### src/hdl/exec_pkg.sv
// constants and types of the partial instruction executor
package exec_pkg;

  // ==========================================================
  // widths
  localparam int PC_W    = 11;
  localparam int INSTR_W = 14;
  localparam int DATA_W  = 8;
  localparam int REG_AW  = 7;
  localparam int SPR_AW  = 4;
  localparam int SP_W    = 3;

  // ==========================================================
  // reset values
  localparam logic [PC_W-1:0]    PC_RESET    = 11'h000;
  localparam logic [DATA_W-1:0]  ACC_RESET   = 8'h00;
  localparam logic [SP_W-1:0]    SP_RESET    = 3'h0;
  localparam logic [INSTR_W-1:0] INSTR_RESET = 14'h0000;

  // ==========================================================
  // instruction encoding
  localparam int OP_LONG_MSB = 13;
  localparam int OP_LONG_LSB = 11;
  localparam int OP_BYTE_LSB = 8;
  localparam int OP_REG_LSB  = 7;
  localparam int OP_SPR_LSB  = 4;
  localparam int DEST_BIT    = 7;

  localparam logic [2:0] OP_LONG_CALL      = 3'h4;
  localparam logic [2:0] OP_LONG_JUMP      = 3'h5;
  localparam logic [5:0] OP_LOAD_IMMEDIATE = 6'h18;
  localparam logic [5:0] OP_OR_ACC_REG     = 6'h06;
  localparam logic [6:0] OP_MOVE_ACC_REG   = 7'h01;
  localparam logic [9:0] OP_WRITE_SPECIAL  = 10'h001;
  localparam logic [9:0] OP_READ_SPECIAL   = 10'h002;
  localparam logic [INSTR_W-1:0] OP_NOP    = 14'h0000;

  localparam logic [SPR_AW-1:0] SPR_FIRST = 4'h5;
  localparam logic [SPR_AW-1:0] SPR_LAST  = 4'hF;

  typedef enum logic [2:0] {
    OPC_NOP   = 3'b000,
    OPC_OR    = 3'b001,
    OPC_WSPR  = 3'b010,
    OPC_RSPR  = 3'b011,
    OPC_JUMP  = 3'b100,
    OPC_CALL  = 3'b101,
    OPC_MOVE_ACC_TO_REG = 3'b110,
    OPC_LDI   = 3'b111
  } opclass_t;

  function automatic opclass_t decode(input logic [INSTR_W-1:0] w);
    if (w[OP_LONG_MSB:OP_LONG_LSB] == OP_LONG_CALL)
      return OPC_CALL;
    if (w[OP_LONG_MSB:OP_LONG_LSB] == OP_LONG_JUMP)
      return OPC_JUMP;
    if (w[OP_LONG_MSB:OP_BYTE_LSB] == OP_LOAD_IMMEDIATE)
      return OPC_LDI;
    if (w[OP_LONG_MSB:OP_BYTE_LSB] == OP_OR_ACC_REG)
      return OPC_OR;
    if (w[OP_LONG_MSB:OP_REG_LSB] == OP_MOVE_ACC_REG)
      return OPC_MOVE_ACC_TO_REG;
    if (w[OP_LONG_MSB:OP_SPR_LSB] == OP_WRITE_SPECIAL)
      return OPC_WSPR;
    if (w[OP_LONG_MSB:OP_SPR_LSB] == OP_READ_SPECIAL)
      return OPC_RSPR;
    return OPC_NOP;
  endfunction

  function automatic logic spr_in_range(input logic [SPR_AW-1:0] a);
    return (a >= SPR_FIRST) && (a <= SPR_LAST);
  endfunction

endpackage

### src/hdl/exec_regfile.sv
// small register memory with registered read and write-through forwarding
`timescale 1ns/10ps
`default_nettype none
module exec_regfile #(
  parameter int AW = 7,
  parameter int DW = 8
) (
  input  wire logic          clock,
  input  wire logic [AW-1:0] rd_addr,
  output logic      [DW-1:0] rd_data,
  input  wire logic          wr_en,
  input  wire logic [AW-1:0] wr_addr,
  input  wire logic [DW-1:0] wr_data
);

  logic [DW-1:0] mem [2**AW];

  // ==========================================================
  // storage
  always_ff @(posedge clock)
  begin
    if (wr_en)
      mem[wr_addr] <= wr_data;
    // forward a same-cycle write so the next instruction sees it
    if (wr_en && (wr_addr == rd_addr))
      rd_data <= wr_data;
    else
      rd_data <= mem[rd_addr];
  end

endmodule // exec_regfile
`default_nettype wire

### src/hdl/partial_instruction_execute.sv
// fetch and execute stage for a subset of the 8-bit core's instructions
`timescale 1ns/10ps
`default_nettype none
module partial_instruction_execute (
  input  wire logic                          CLOCK,
  input  wire logic                          RST,
  input  wire logic [exec_pkg::INSTR_W-1:0]  INSTR_DATA,
  output logic      [exec_pkg::PC_W-1:0]     PROGRAM_COUNTER,
  output logic      [exec_pkg::DATA_W-1:0]   ACCUMULATOR,
  output logic                               ZERO_FLAG,
  output logic                               CARRY_FLAG,
  output logic                               STACK_PUSH,
  output logic      [exec_pkg::PC_W-1:0]     RETURN_ADDRESS,
  output logic      [exec_pkg::SP_W-1:0]     STACK_POINTER
);

  typedef struct packed {
    logic [exec_pkg::PC_W-1:0]    pc;
    logic [exec_pkg::INSTR_W-1:0] ir;
    logic [exec_pkg::PC_W-1:0]    ir_pc;
    logic                         ir_valid;
    logic [exec_pkg::DATA_W-1:0]  acc;
    logic                         zero;
    logic                         carry;
    logic [exec_pkg::SP_W-1:0]    sp;
    logic                         push;
    logic [exec_pkg::PC_W-1:0]    ret_addr;
  } state_t;

  state_t state;
  state_t next_state;

  exec_pkg::opclass_t            opclass;
  logic [exec_pkg::DATA_W-1:0]   reg_rd_data;
  logic [exec_pkg::DATA_W-1:0]   spr_rd_data;
  logic                          reg_wr_en;
  logic [exec_pkg::DATA_W-1:0]   reg_wr_data;
  logic                          spr_wr_en;
  logic [exec_pkg::DATA_W-1:0]   or_result;
  logic [exec_pkg::REG_AW-1:0]   reg_addr;
  logic [exec_pkg::SPR_AW-1:0]   spr_addr;

  // ==========================================================
  // data registers and second-page special registers
  exec_regfile #(.AW(exec_pkg::REG_AW), .DW(exec_pkg::DATA_W)) u_data_regs (
    .clock   (CLOCK),
    .rd_addr (INSTR_DATA[exec_pkg::REG_AW-1:0]),
    .rd_data (reg_rd_data),
    .wr_en   (reg_wr_en),
    .wr_addr (reg_addr),
    .wr_data (reg_wr_data)
  );

  exec_regfile #(.AW(exec_pkg::SPR_AW), .DW(exec_pkg::DATA_W)) u_special_regs (
    .clock   (CLOCK),
    .rd_addr (INSTR_DATA[exec_pkg::SPR_AW-1:0]),
    .rd_data (spr_rd_data),
    .wr_en   (spr_wr_en),
    .wr_addr (spr_addr),
    .wr_data (state.acc)
  );

  // ==========================================================
  // execute
  always_comb
  begin
    opclass     = state.ir_valid ? exec_pkg::decode(state.ir) : exec_pkg::OPC_NOP;
    reg_addr    = state.ir[exec_pkg::REG_AW-1:0];
    spr_addr    = state.ir[exec_pkg::SPR_AW-1:0];
    or_result   = state.acc | reg_rd_data;
    reg_wr_en   = 1'b0;
    reg_wr_data = state.acc;
    spr_wr_en   = 1'b0;

    next_state          = state;
    // fetch runs one ahead; carry is never touched by this subset
    next_state.pc       = state.pc + 11'h001;
    next_state.ir       = INSTR_DATA;
    next_state.ir_pc    = state.pc;
    next_state.ir_valid = 1'b1;
    next_state.push     = 1'b0;

    unique case (opclass)
      exec_pkg::OPC_NOP:
      begin
        next_state.acc = state.acc;
      end
      exec_pkg::OPC_OR:
      begin
        if (state.ir[exec_pkg::DEST_BIT])
        begin
          reg_wr_en   = 1'b1;
          reg_wr_data = or_result;
        end
        else
          next_state.acc = or_result;
        next_state.zero = (or_result == 8'h00);
      end
      exec_pkg::OPC_WSPR:
      begin
        spr_wr_en = exec_pkg::spr_in_range(spr_addr);
      end
      exec_pkg::OPC_RSPR:
      begin
        if (exec_pkg::spr_in_range(spr_addr))
          next_state.acc = spr_rd_data;
      end
      exec_pkg::OPC_MOVE_ACC_TO_REG:
      begin
        reg_wr_en = 1'b1;
      end
      exec_pkg::OPC_LDI:
      begin
        next_state.acc = state.ir[exec_pkg::DATA_W-1:0];
      end
      exec_pkg::OPC_JUMP:
      begin
        // the already fetched word is dropped, giving the second cycle
        next_state.pc       = state.ir[exec_pkg::PC_W-1:0];
        next_state.ir_valid = 1'b0;
      end
      exec_pkg::OPC_CALL:
      begin
        next_state.pc       = state.ir[exec_pkg::PC_W-1:0];
        next_state.ir_valid = 1'b0;
        next_state.push     = 1'b1;
        next_state.ret_addr = state.ir_pc + 11'h001;
        next_state.sp       = state.sp + 3'h1;
      end
    endcase
  end

  always_ff @(posedge CLOCK)
  begin
    if (RST)
    begin
      state.pc       <= exec_pkg::PC_RESET;
      state.ir       <= exec_pkg::INSTR_RESET;
      state.ir_pc    <= exec_pkg::PC_RESET;
      state.ir_valid <= 1'b0;
      state.acc      <= exec_pkg::ACC_RESET;
      state.zero     <= 1'b0;
      state.carry    <= 1'b0;
      state.sp       <= exec_pkg::SP_RESET;
      state.push     <= 1'b0;
      state.ret_addr <= exec_pkg::PC_RESET;
    end
    else
      state <= next_state;
  end

  // ==========================================================
  // outputs
  assign PROGRAM_COUNTER = state.pc;
  assign ACCUMULATOR     = state.acc;
  assign ZERO_FLAG       = state.zero;
  assign CARRY_FLAG      = state.carry;
  assign STACK_PUSH      = state.push;
  assign RETURN_ADDRESS  = state.ret_addr;
  assign STACK_POINTER   = state.sp;

endmodule // partial_instruction_execute
`default_nettype wire
### config.mk
export PLATFORM = sky130hd
export DESIGN_NAME = partial_instruction_execute
export DESIGN_NICKNAME = d
export VERILOG_FILES = /design/src/hdl/exec_pkg.sv /design/src/hdl/exec_regfile.sv /design/src/hdl/partial_instruction_execute.sv
export SDC_FILE = /design/constraint.sdc
export NUM_CORES = 1
export LEC_CHECK = 0
export BUFFER_PORTS_ARGS = -buffer_cell sky130_fd_sc_hd__buf_2
export CAP_MARGIN = 0
export CORE_MARGIN = 10
export CORE_UTILIZATION = 30
export DETAILED_ROUTE_END_ITERATION = 10
export SKIP_CTS_REPAIR_TIMING = 1
export SYNTH_ARGS = -nofsm -noshare
export SYNTH_HDL_FRONTEND = slang
export SYNTH_HIERARCHICAL = 1
export SYNTH_SLANG_ARGS = --single-unit
### constraint.sdc
create_clock -name CLOCK -period 7.6 [get_ports CLOCK]
set_input_delay 0.38 -clock CLOCK [delete_from_list [all_inputs] [get_ports CLOCK]]
set_output_delay 0.38 -clock CLOCK [all_outputs]
set_load 0.1 [all_outputs]
Yosys cells after proc, flatten, opt, wreduce, memory -nomap -nowiden --
Memory sizes are Yosys's and may differ from the RTL's. A register that Yosys moved wholly into a read port is not among the register bits. Index checks and enable logic that the tools add are counted.
Storage, ports and cells: bits in registers 61, RAM bits 1152, input bits 16, output and inout bits 36, word-level logic and storage cells 99, memories 2
Memories:
- u_data_regs.mem | words 128, bits a word 8, rd ports 1, clocked after memory_dff 1, write ports 1, RTL line exec_regfile.sv:16 | logic [DW-1:0] mem [2**AW];
- u_special_regs.mem | words 16, bits a word 8, rd ports 1, clocked after memory_dff 1, write ports 1, RTL line exec_regfile.sv:16
Operators by class: add/subtract/negate cells 3, magnitude comparators 2, equality and inequality tests 16, multiplexer cells 61, bitwise logic cells 1, reduce and logical (&&, ||, !) cells 5
Operators by type and width (number):
- $mux 3 | 18
- $mux 1 | 35
- $mux 8 | 4
- $pmux 8 s3 | 1
- $add 11x1->11 const B | 2
- $eq 3x3->1 const B | 6
- $mux 12 | 1
- $mux 11 | 1
- $eq 10x1->1 const B | 1
- $eq 10x2->1 const B | 1
- $logic_not 8->1 | 1
- $or 8x8->8 | 1
- $eq 7x1->1 const B | 1
- $eq 3x2->1 const B | 2
- $eq 6x3->1 const B | 1
- $eq 6x5->1 const B | 1
- $ge 4x3->1 const B | 1
- $le 4x4->1 const B | 1
- $ne 2x2->1 const B | 2
- $add 3x1->3 const B | 1
- $eq 3x1->1 const B | 1
- $reduce_and 3->1 | 1
- $reduce_bool 3->1 | 1
- $pmux 1 s2 | 1
- other kinds (2) | 2

Longest topological paths before layout --
Gate-level depths: netlist of run 1.
depth after elaboration 35, gate-level depth with buffers 14, depth with buffers taken out 9

Modules after synthesis --
Netlist of run 1, hierarchy kept.
Modules (own cells, without submodules):
- exec_regfile at u_data_regs | times used 1, cells each 1634, area each 39645.5 um^2
- exec_regfile at u_special_regs | times used 1, cells each 225, area each 5067.4 um^2
- partial_instruction_execute | times used 1, cells each 352, area each 3024.2 um^2

Worst setup path before layout of run 1 --
Ideal clock, no wire load.
kind register to register, start register with a tool-made name, end memory u_data_regs.mem[0][3] (data pin), arrival 3562 ps, data required time 7033 ps, slack 3471 ps, stages on the path, launching flop included 8, buffers on the path 2, clock period less this slack 4129 ps, cells stage by stage dfxtp_1 -> clkbuf_1 -> buf_1 -> mux4_2 -> mux4_2 -> mux4_2 -> mux2_2 -> a21o_1
RTL lines (RTL line):
- end: declaration | exec_regfile.sv:16

Worst setup path in the final report of run 1 --
start register state, in the netlist reg_addr[5], end memory u_data_regs.mem[4][1] (enable)
Between the ends: longest elaborated chain between the ends 20
RTL lines:
- start: declaration | RTL line partial_instruction_execute.sv:30 | state_t state;
- start signal: assignment | RTL line partial_instruction_execute.sv:149 | state <= next_state;
- $eq 10x2->1 | RTL line exec_pkg.sv:65 | if (w[OP_LONG_MSB:OP_SPR_LSB] == OP_READ_SPECIAL)
- $mux 1 (2 in a row) | RTL line exec_pkg.sv:65
- $mux 1 | RTL line exec_pkg.sv:63 | if (w[OP_LONG_MSB:OP_SPR_LSB] == OP_WRITE_SPECIAL)
- $mux 1 | RTL line exec_pkg.sv:61 | if (w[OP_LONG_MSB:OP_REG_LSB] == OP_MOVE_ACC_REG)
- $mux 1 | RTL line exec_pkg.sv:59 | if (w[OP_LONG_MSB:OP_BYTE_LSB] == OP_OR_ACC_REG)
- $mux 1 | RTL line exec_pkg.sv:57 | if (w[OP_LONG_MSB:OP_BYTE_LSB] == OP_LOAD_IMMEDIATE)
- $mux 1 | RTL line exec_pkg.sv:55 | if (w[OP_LONG_MSB:OP_LONG_LSB] == OP_LONG_JUMP)
- $mux 3 | RTL line exec_pkg.sv:67 | return OPC_NOP;
- (+4 left out)
- $mux 3 (*) | RTL line exec_pkg.sv:57
- $mux 3 (*) | RTL line exec_pkg.sv:55
- $mux 3 (*) | RTL line partial_instruction_execute.sv:67 | opclass = state.ir_valid ? exec_pkg::decode(state.ir) : exec_pkg::OPC_NOP;
- $eq 3x3->1 or $eq 3x1->1 (tied branches) | RTL line partial_instruction_execute.sv:83 | unique case (opclass)
- $pmux 1 s2 (*) | RTL line partial_instruction_execute.sv:83
- net reg_wr_en | RTL line partial_instruction_execute.sv:36 | logic reg_wr_en;
- $mux 1 (*) | RTL line exec_regfile.sv:22 | if (wr_en)
- $mux 1 (not written as such) (*) | RTL line exec_regfile.sv:23 | mem[wr_addr] <= wr_data;
Mark *: on every way through the listed nets, which the timed path passes. The rest lies on a longest branch. The select of a mux whose other input is x is not followed.

==> results of run 1 <==
==> critical path, stage by stage, from the launching register on <==
cell,delay (ps)
dfxtp_1,740
nor4b_1,300
a21boi_0,150
o22ai_1,700
and3_4,350
and2_4,250
o21bai_1,430
nor2b_1,400
nand2_1,470
buf_4,390
nor2_1,890
==> state kept, by name (all words and copies together), names as in the netlist, 3 cells and up, named ones only <==
| register | cells |
|---|---|
| ACCUMULATOR | 8 |
| PROGRAM_COUNTER | 11 |
| RETURN_ADDRESS | 11 |
| STACK_POINTER | 3 |
| reg_addr | 7 |
| state | 19 |
| u_data_regs/mem | 1024 |
| u_special_regs/mem | 128 |
==> synthesized netlist by cell type (all sizes together) (2+ instances only) <==
| cell type | n | area [µm²] |
|---|---|---|
| inv | 19 | 71.3 |
| nand3b | 2 | 15.0 |
| nor2b | 34 | 213 |
| and2 | 6 | 40.0 |
| a221oi | 8 | 70.1 |
| edfxtp | 1152 | 34600 |
| mux4 | 368 | 8340 |
| ha | 3 | 37.5 |
| buf | 91 | 579 |
| a311oi | 2 | 17.5 |
| a21o | 8 | 60.1 |
| a211oi | 20 | 150 |
| clkdlybuf4s25 | 3 | 30.0 |
| and3 | 4 | 30.0 |
| mux2i | 3 | 30.0 |
| xor2 | 11 | 96.3 |
| nand2b | 5 | 31.3 |
| clkbuf | 57 | 214 |
| nor3 | 15 | 80.1 |
| nor4 | 6 | 52.6 |
| nand3 | 25 | 125 |
| nand4 | 3 | 18.8 |
| mux2 | 8 | 90.1 |
| nand2 | 35 | 131 |
| nor2 | 178 | 668 |
| o21ai | 18 | 90.1 |
| dfxtp | 72 | 1440 |
| a22oi | 16 | 120 |
| a21oi | 4 | 31.3 |
| a31oi | 2 | 12.5 |
| or3 | 9 | 56.3 |
| xnor2 | 9 | 78.8 |
==> per-layer routing <==
| metal | share of wire [%] | wire (µm) | GRT usage, % | up-vias |
|---|---|---|---|---|
| li1 | - | - | - | 9355 |
| met2 | 48 | 54200 | 20.1 | 785 |
| met1 | 43 | 48100 | 17.4 | 12100 |
| met3 | 6.8 | 7690 | 2.63 | 183 |
| met5 | 0.0071 | 8 | 0 | - |
| met4 | 2.6 | 2970 | 3.63 | 2 |
==> cell families after synthesis <==
group                      after synthesis  share of synthesized area [%]
AOI/OAI and AO/OA                       85                           1.28
DFF                                   1224                           75.5
adders and majority gates                3                         0.0786
muxes                                  379                           17.7
other                                    1                        0.00786
and+or+nand+nor                        329                           3.19
xor gates and xnor gates                20                          0.367
buffers and inverters                  170                           1.87
==> per-stage QoR <==
| stage | hold WS, ps | cells | power, µW |
|---|---|---|---|
| 6_report | 370 | 4477 | 13900 |
| 5_1_grt | 364 | 4477 | 14300 |
| 4_1_cts | -202 | 4462 | 14000 |
| 3_5_place_dp | 467 | 4233 | 8250 |
| 3_3_place_gp | 472 | 4233 | 8250 |
| 2_1_floorplan | 408 | 2211 | 8010 |
==> area by class of cell <==
cell class,count,area (µm²),area share (%)
antenna,1,2.50,0.00461
sequential,1224,36100,66.3
tap,2072,2590,4.77
inverter,19,71.3,0.131
clock buffer,144,3160,5.82
multi-input combinational,817,10900,20.0
timing repair buffer,115,848,1.56
clock inverter,85,722,1.33
==> path summary, 6_finish.rpt <==
| path | endpoint | slack [ps] | cells past startpoint |
|---|---|---|---|
| setup / recovery | u_data_regs/mem[4][1] | 2100 | 10 |
| hold / removal | flop | 370 | 2 |
| hold reg to reg | RETURN_ADDRESS[0] | 470 | 1 |
| setup reg to reg | u_data_regs/mem[4][1] | 2100 | 10 |
==> power by group <==
part / internal [µW] / switching (µW)
clock network: 3250 / 2540
logic: 270 / 413
registers: 7370 / 51.7
total: 10900 / 3010
==> run metrics, run 1 <==
CTS Sinks 1224; Initial Utilization 30.2%; final instance area 54300 µm²; Critical Path AT 5810 ps; run status completed; HPWL Detailed 68.2 mm; CTS Buffer Depth 3; vias in the first global route 22400; Worst Path Max Fanout 12; post-route ant nets 0; Distinct cells, synth 57; most common library cell in the layout ignoring fill and taps edfxtp_1; Worst setup SP type flop; sequential share of the synthesized area 75.5%; std cell rows 146; final hold violation count 0; Area after DPL 50300 µm²; antenna violations before repair 8; MaxCap Viol Count 0; total CTS buffers 121; Synth Instances 2211; GP Congestion 0.764; die area 175000 µm²; CTS tree yes; Worst setup startpoint reg_addr[5]; placement-stage worst setup slack 2320 ps; Mapped Nets 2230; RR Startpoint reg_addr[5]; DR vias 22500; layout cells sized above 1 28.1%; Routed Wire Length 113 mm; CP endpoint kind flop; min setup slack post-route 2100 ps; Clk Latency, worst-skew pair 720 ps; path category of the worst min-delay check in -> reg; Synth Warn # 6; drt via density 5.02; Final Core Density 34.3%; Iter 0 DRT Violations 2323; grt ovf 0; first-pass GRT wire length 164 mm; H-tree levels 3; Synth Register Bits 1224; Peak Freq 182 MHz; GRT Total Usage 12.6%; min cycle time layout 5500 ps; Post-Syn Area 47700 µm²; routed len/inst 25.2 µm; most frequent cells in the layout edfxtp_1 (1152), mux4_2 (354), nor2_1 (178); Clk pin slew, worst setup/hold paths 60 ps; number of flops mapped to enable cells by yosys 1152; number of I/O pins 52; Pre-antenna DRT Iters 5; synthesized area per cell 21.6 µm²; Leak 0.0169 µW; DRC errors left 0; VDD IR-drop max 0.197 mV; WS Path Type reg -> reg; Synth Flop Type edfxtp_1; required time at the worst-slack endpoint 7910 ps; relative slew slack 17.7%; CTS root buffer clkbuf_16; fin crit share 72.4%; Die Y 419 µm; max-slew violation count 0; # fillers 14600; Slew @ Worst Pin 1230 ps; Syn-to-layout area delta 13.8%; PD cells 256 nW/µm²; hold_sp INSTR_DATA[1]; skew final 32.6 ps; unrepaired setup endpoints after global routing no; largest net degree at the start of global routing 110; # nets final 2317; Async SR Flop Fraction 0%; Final Setup Violations 0; die width 419 µm; Core ar. 158000 µm²; Port Buffers 50; setup TNS 0 ps
No activity file was read; power rests on OpenSTA's default activity.
==> run 2: changes to the inputs <==
clock period = 5.3 ns   (was 7.6 ns; I/O delays follow)
==> run 2 against run 1 <==
Total power is 46% higher. Wire length is 3.9% lower. First-iteration DRC count is 0.56% higher. Register-to-register slack worse by 1300 ps. Combinational power is 43% higher. Global-route usage is 0.50 points lower. Final cell count is 1.7% higher. Final area is 1.5% higher. Largest power group unchanged.
==> run metrics, run 2 (synthesized netlist as in run 1, its figures left out) <==
run status completed (unchanged); Syn-to-layout area delta 15.5% (was 13.8%); GP Congestion 0.780 (was 0.764); DR vias 22300 (was 22500); final hold violation count 0 (unchanged); min cycle time layout 4510 ps (was 5500 ps); Initial Utilization 30.2% (unchanged); Port Buffers 50 (unchanged); skew final 36.4 ps (was 32.6 ps); vias in the first global route 22400 (about the same); Hold Slack 183 ps (was 370 ps); # nets final 2403 (was 2317); VDD IR-drop max 0.274 mV (was 0.197 mV); CTS Sinks 1224 (unchanged); H-tree levels 3 (unchanged); DRC errors left 0 (unchanged); required time at the worst-slack endpoint 5740 ps (was 7910 ps); CTS tree yes (unchanged); PD cells 367 nW/µm² (was 256 nW/µm²); total CTS buffers 120 (was 121); Core ar. 158000 µm² (unchanged); most common library cell in the layout ignoring fill and taps edfxtp_1 (unchanged); first-pass GRT wire length 160 mm (was 164 mm); hold depth 3 (was 2); unrepaired setup endpoints after global routing no (unchanged); Non-Filler Instances 4555 (was 4477); die width 419 µm (unchanged); Slew @ Worst Pin 1240 ps (was 1230 ps); WS Path Type reg -> reg (unchanged); CTS root buffer clkbuf_16 (unchanged); Leak 0.0174 µW (was 0.0169 µW); GRT Total Usage 12.1% (was 12.6%); CTS Buffer Depth 3 (unchanged); most frequent cells in the layout edfxtp_1 (1152), mux4_2 (354), nor2_1 (178) (unchanged); setup TNS 0 ps (unchanged); number of I/O pins 52 (unchanged); path category of the worst min-delay check in -> reg (unchanged); routed len/inst 23.8 µm (was 25.2 µm); Placed Cells incl. Taps 4320 (was 4233); CP endpoint kind flop (unchanged); Pre-antenna DRT Iters 7 (was 5); die area 175000 µm² (unchanged); Reg with most FFs u_data_regs/mem (unchanged); R2R cell count 8 (was 10); ANT cells 0 (was 1); Final Setup Violations 0 (unchanged); HPWL Detailed 67.2 mm (was 68.2 mm); top flop regs u_data_regs/mem: 1024 flops, u_special_regs/mem: 128 flops, state: 19 flops (unchanged); antenna violations before repair 5 (was 8); number of flip-flops in the largest register 1024 (unchanged); drt via density 4.90 (was 5.02); relative slew slack 17.3% (was 17.7%); MaxCap Viol Count 0 (unchanged); Die Y 419 µm (unchanged); Area after DPL 51000 µm² (was 50300 µm²); Peak Freq 222 MHz (was 182 MHz); fin crit share 85.1% (was 72.4%); Worst Path Max Fanout 113 (was 12); Routed Wire Length 109 mm (was 113 mm); max-slew violation count 0 (unchanged); Critical Path AT 4950 ps (was 5810 ps); grt ovf 0 (unchanged); Iter 0 DRT Violations 2336 (was 2323); Clk pin slew, worst setup/hold paths 60 ps (about the same); Worst setup SP type flop (unchanged); layout cells sized above 1 30.3% (was 28.1%); final instance area 55200 µm² (was 54300 µm²); std cell rows 146 (unchanged); post-route ant nets 0 (unchanged); Clk Latency, worst-skew pair 710 ps (was 720 ps); total power 20300 µW (was 13900 µW); largest net degree at the start of global routing 129 (was 110)
## run 2: cell count changes in the layout (fill, tap and decap cells not counted), sizes merged
| cell | delta |
|---|---|
| buf | +87 |
| bufinv | +8 |
| diode | -1 |
| inv | -1 |
| clkinv | -23 |
| clkinvlp | +2 |
| clkbuf | +6 |
## run 2: cell type report
| cell class | instances | area [µm²] |
|---|---|---|
| Fill cell | 14500 | 103000 |
| Sequential cell | 1224 | 36100 |
| Multi-Input combinational cell | 817 | 10900 |
| Clock buffer | 150 | 3200 |
| Tap cell | 2072 | 2590 |
| Timing Repair Buffer | 202 | 1560 |
| Clock inverter | 71 | 807 |
| Inverter | 19 | 71.3 |
## run 2: metal layers
| metal | up-vias | part of all wire (%) | GRT usage, % |
|---|---|---|---|
| met5 | - | 0.016 | 0 |
| met4 | 2 | 2.1 | 3.05 |
| met3 | 138 | 6.4 | 2.31 |
| met2 | 728 | 49 | 19.7 |
| met1 | 12000 | 43 | 16.7 |
| li1 | 9484 | - | - |
## run 2: path summary, 6_finish.rpt
path / from / end / slack [ps]
worst max-delay path: flop / u_data_regs/mem[120][4] / 790
worst min-delay path: RST / STACK_POINTER[2] / 180
worst max register to register: flop / u_data_regs/mem[120][4] / 790
worst min register to register: reg_addr[1] / PROGRAM_COUNTER[1] / 490
## run 2: worst max-delay path: stages (launching register included)
cell,delay (ps)
dfxtp_4,520
buf_12,280
buf_4,310
mux4_2,540
mux4_2,520
mux4_2,600
mux2_2,340
a21o_4,480
buf_4,410
## run 2: power by group
group,switching [µW],internal (µW)
combinational,580,397
sequential,61.8,10600
clock,3590,5060
## run 2: stage by stage
stage,utilization [%],worst slack (ps)
after CTS,34.8,814
after global routing,34.9,634
after floorplan,-,1170
after detailed placement,32.2,825
after global placement,32.2,844
final,34.9,791
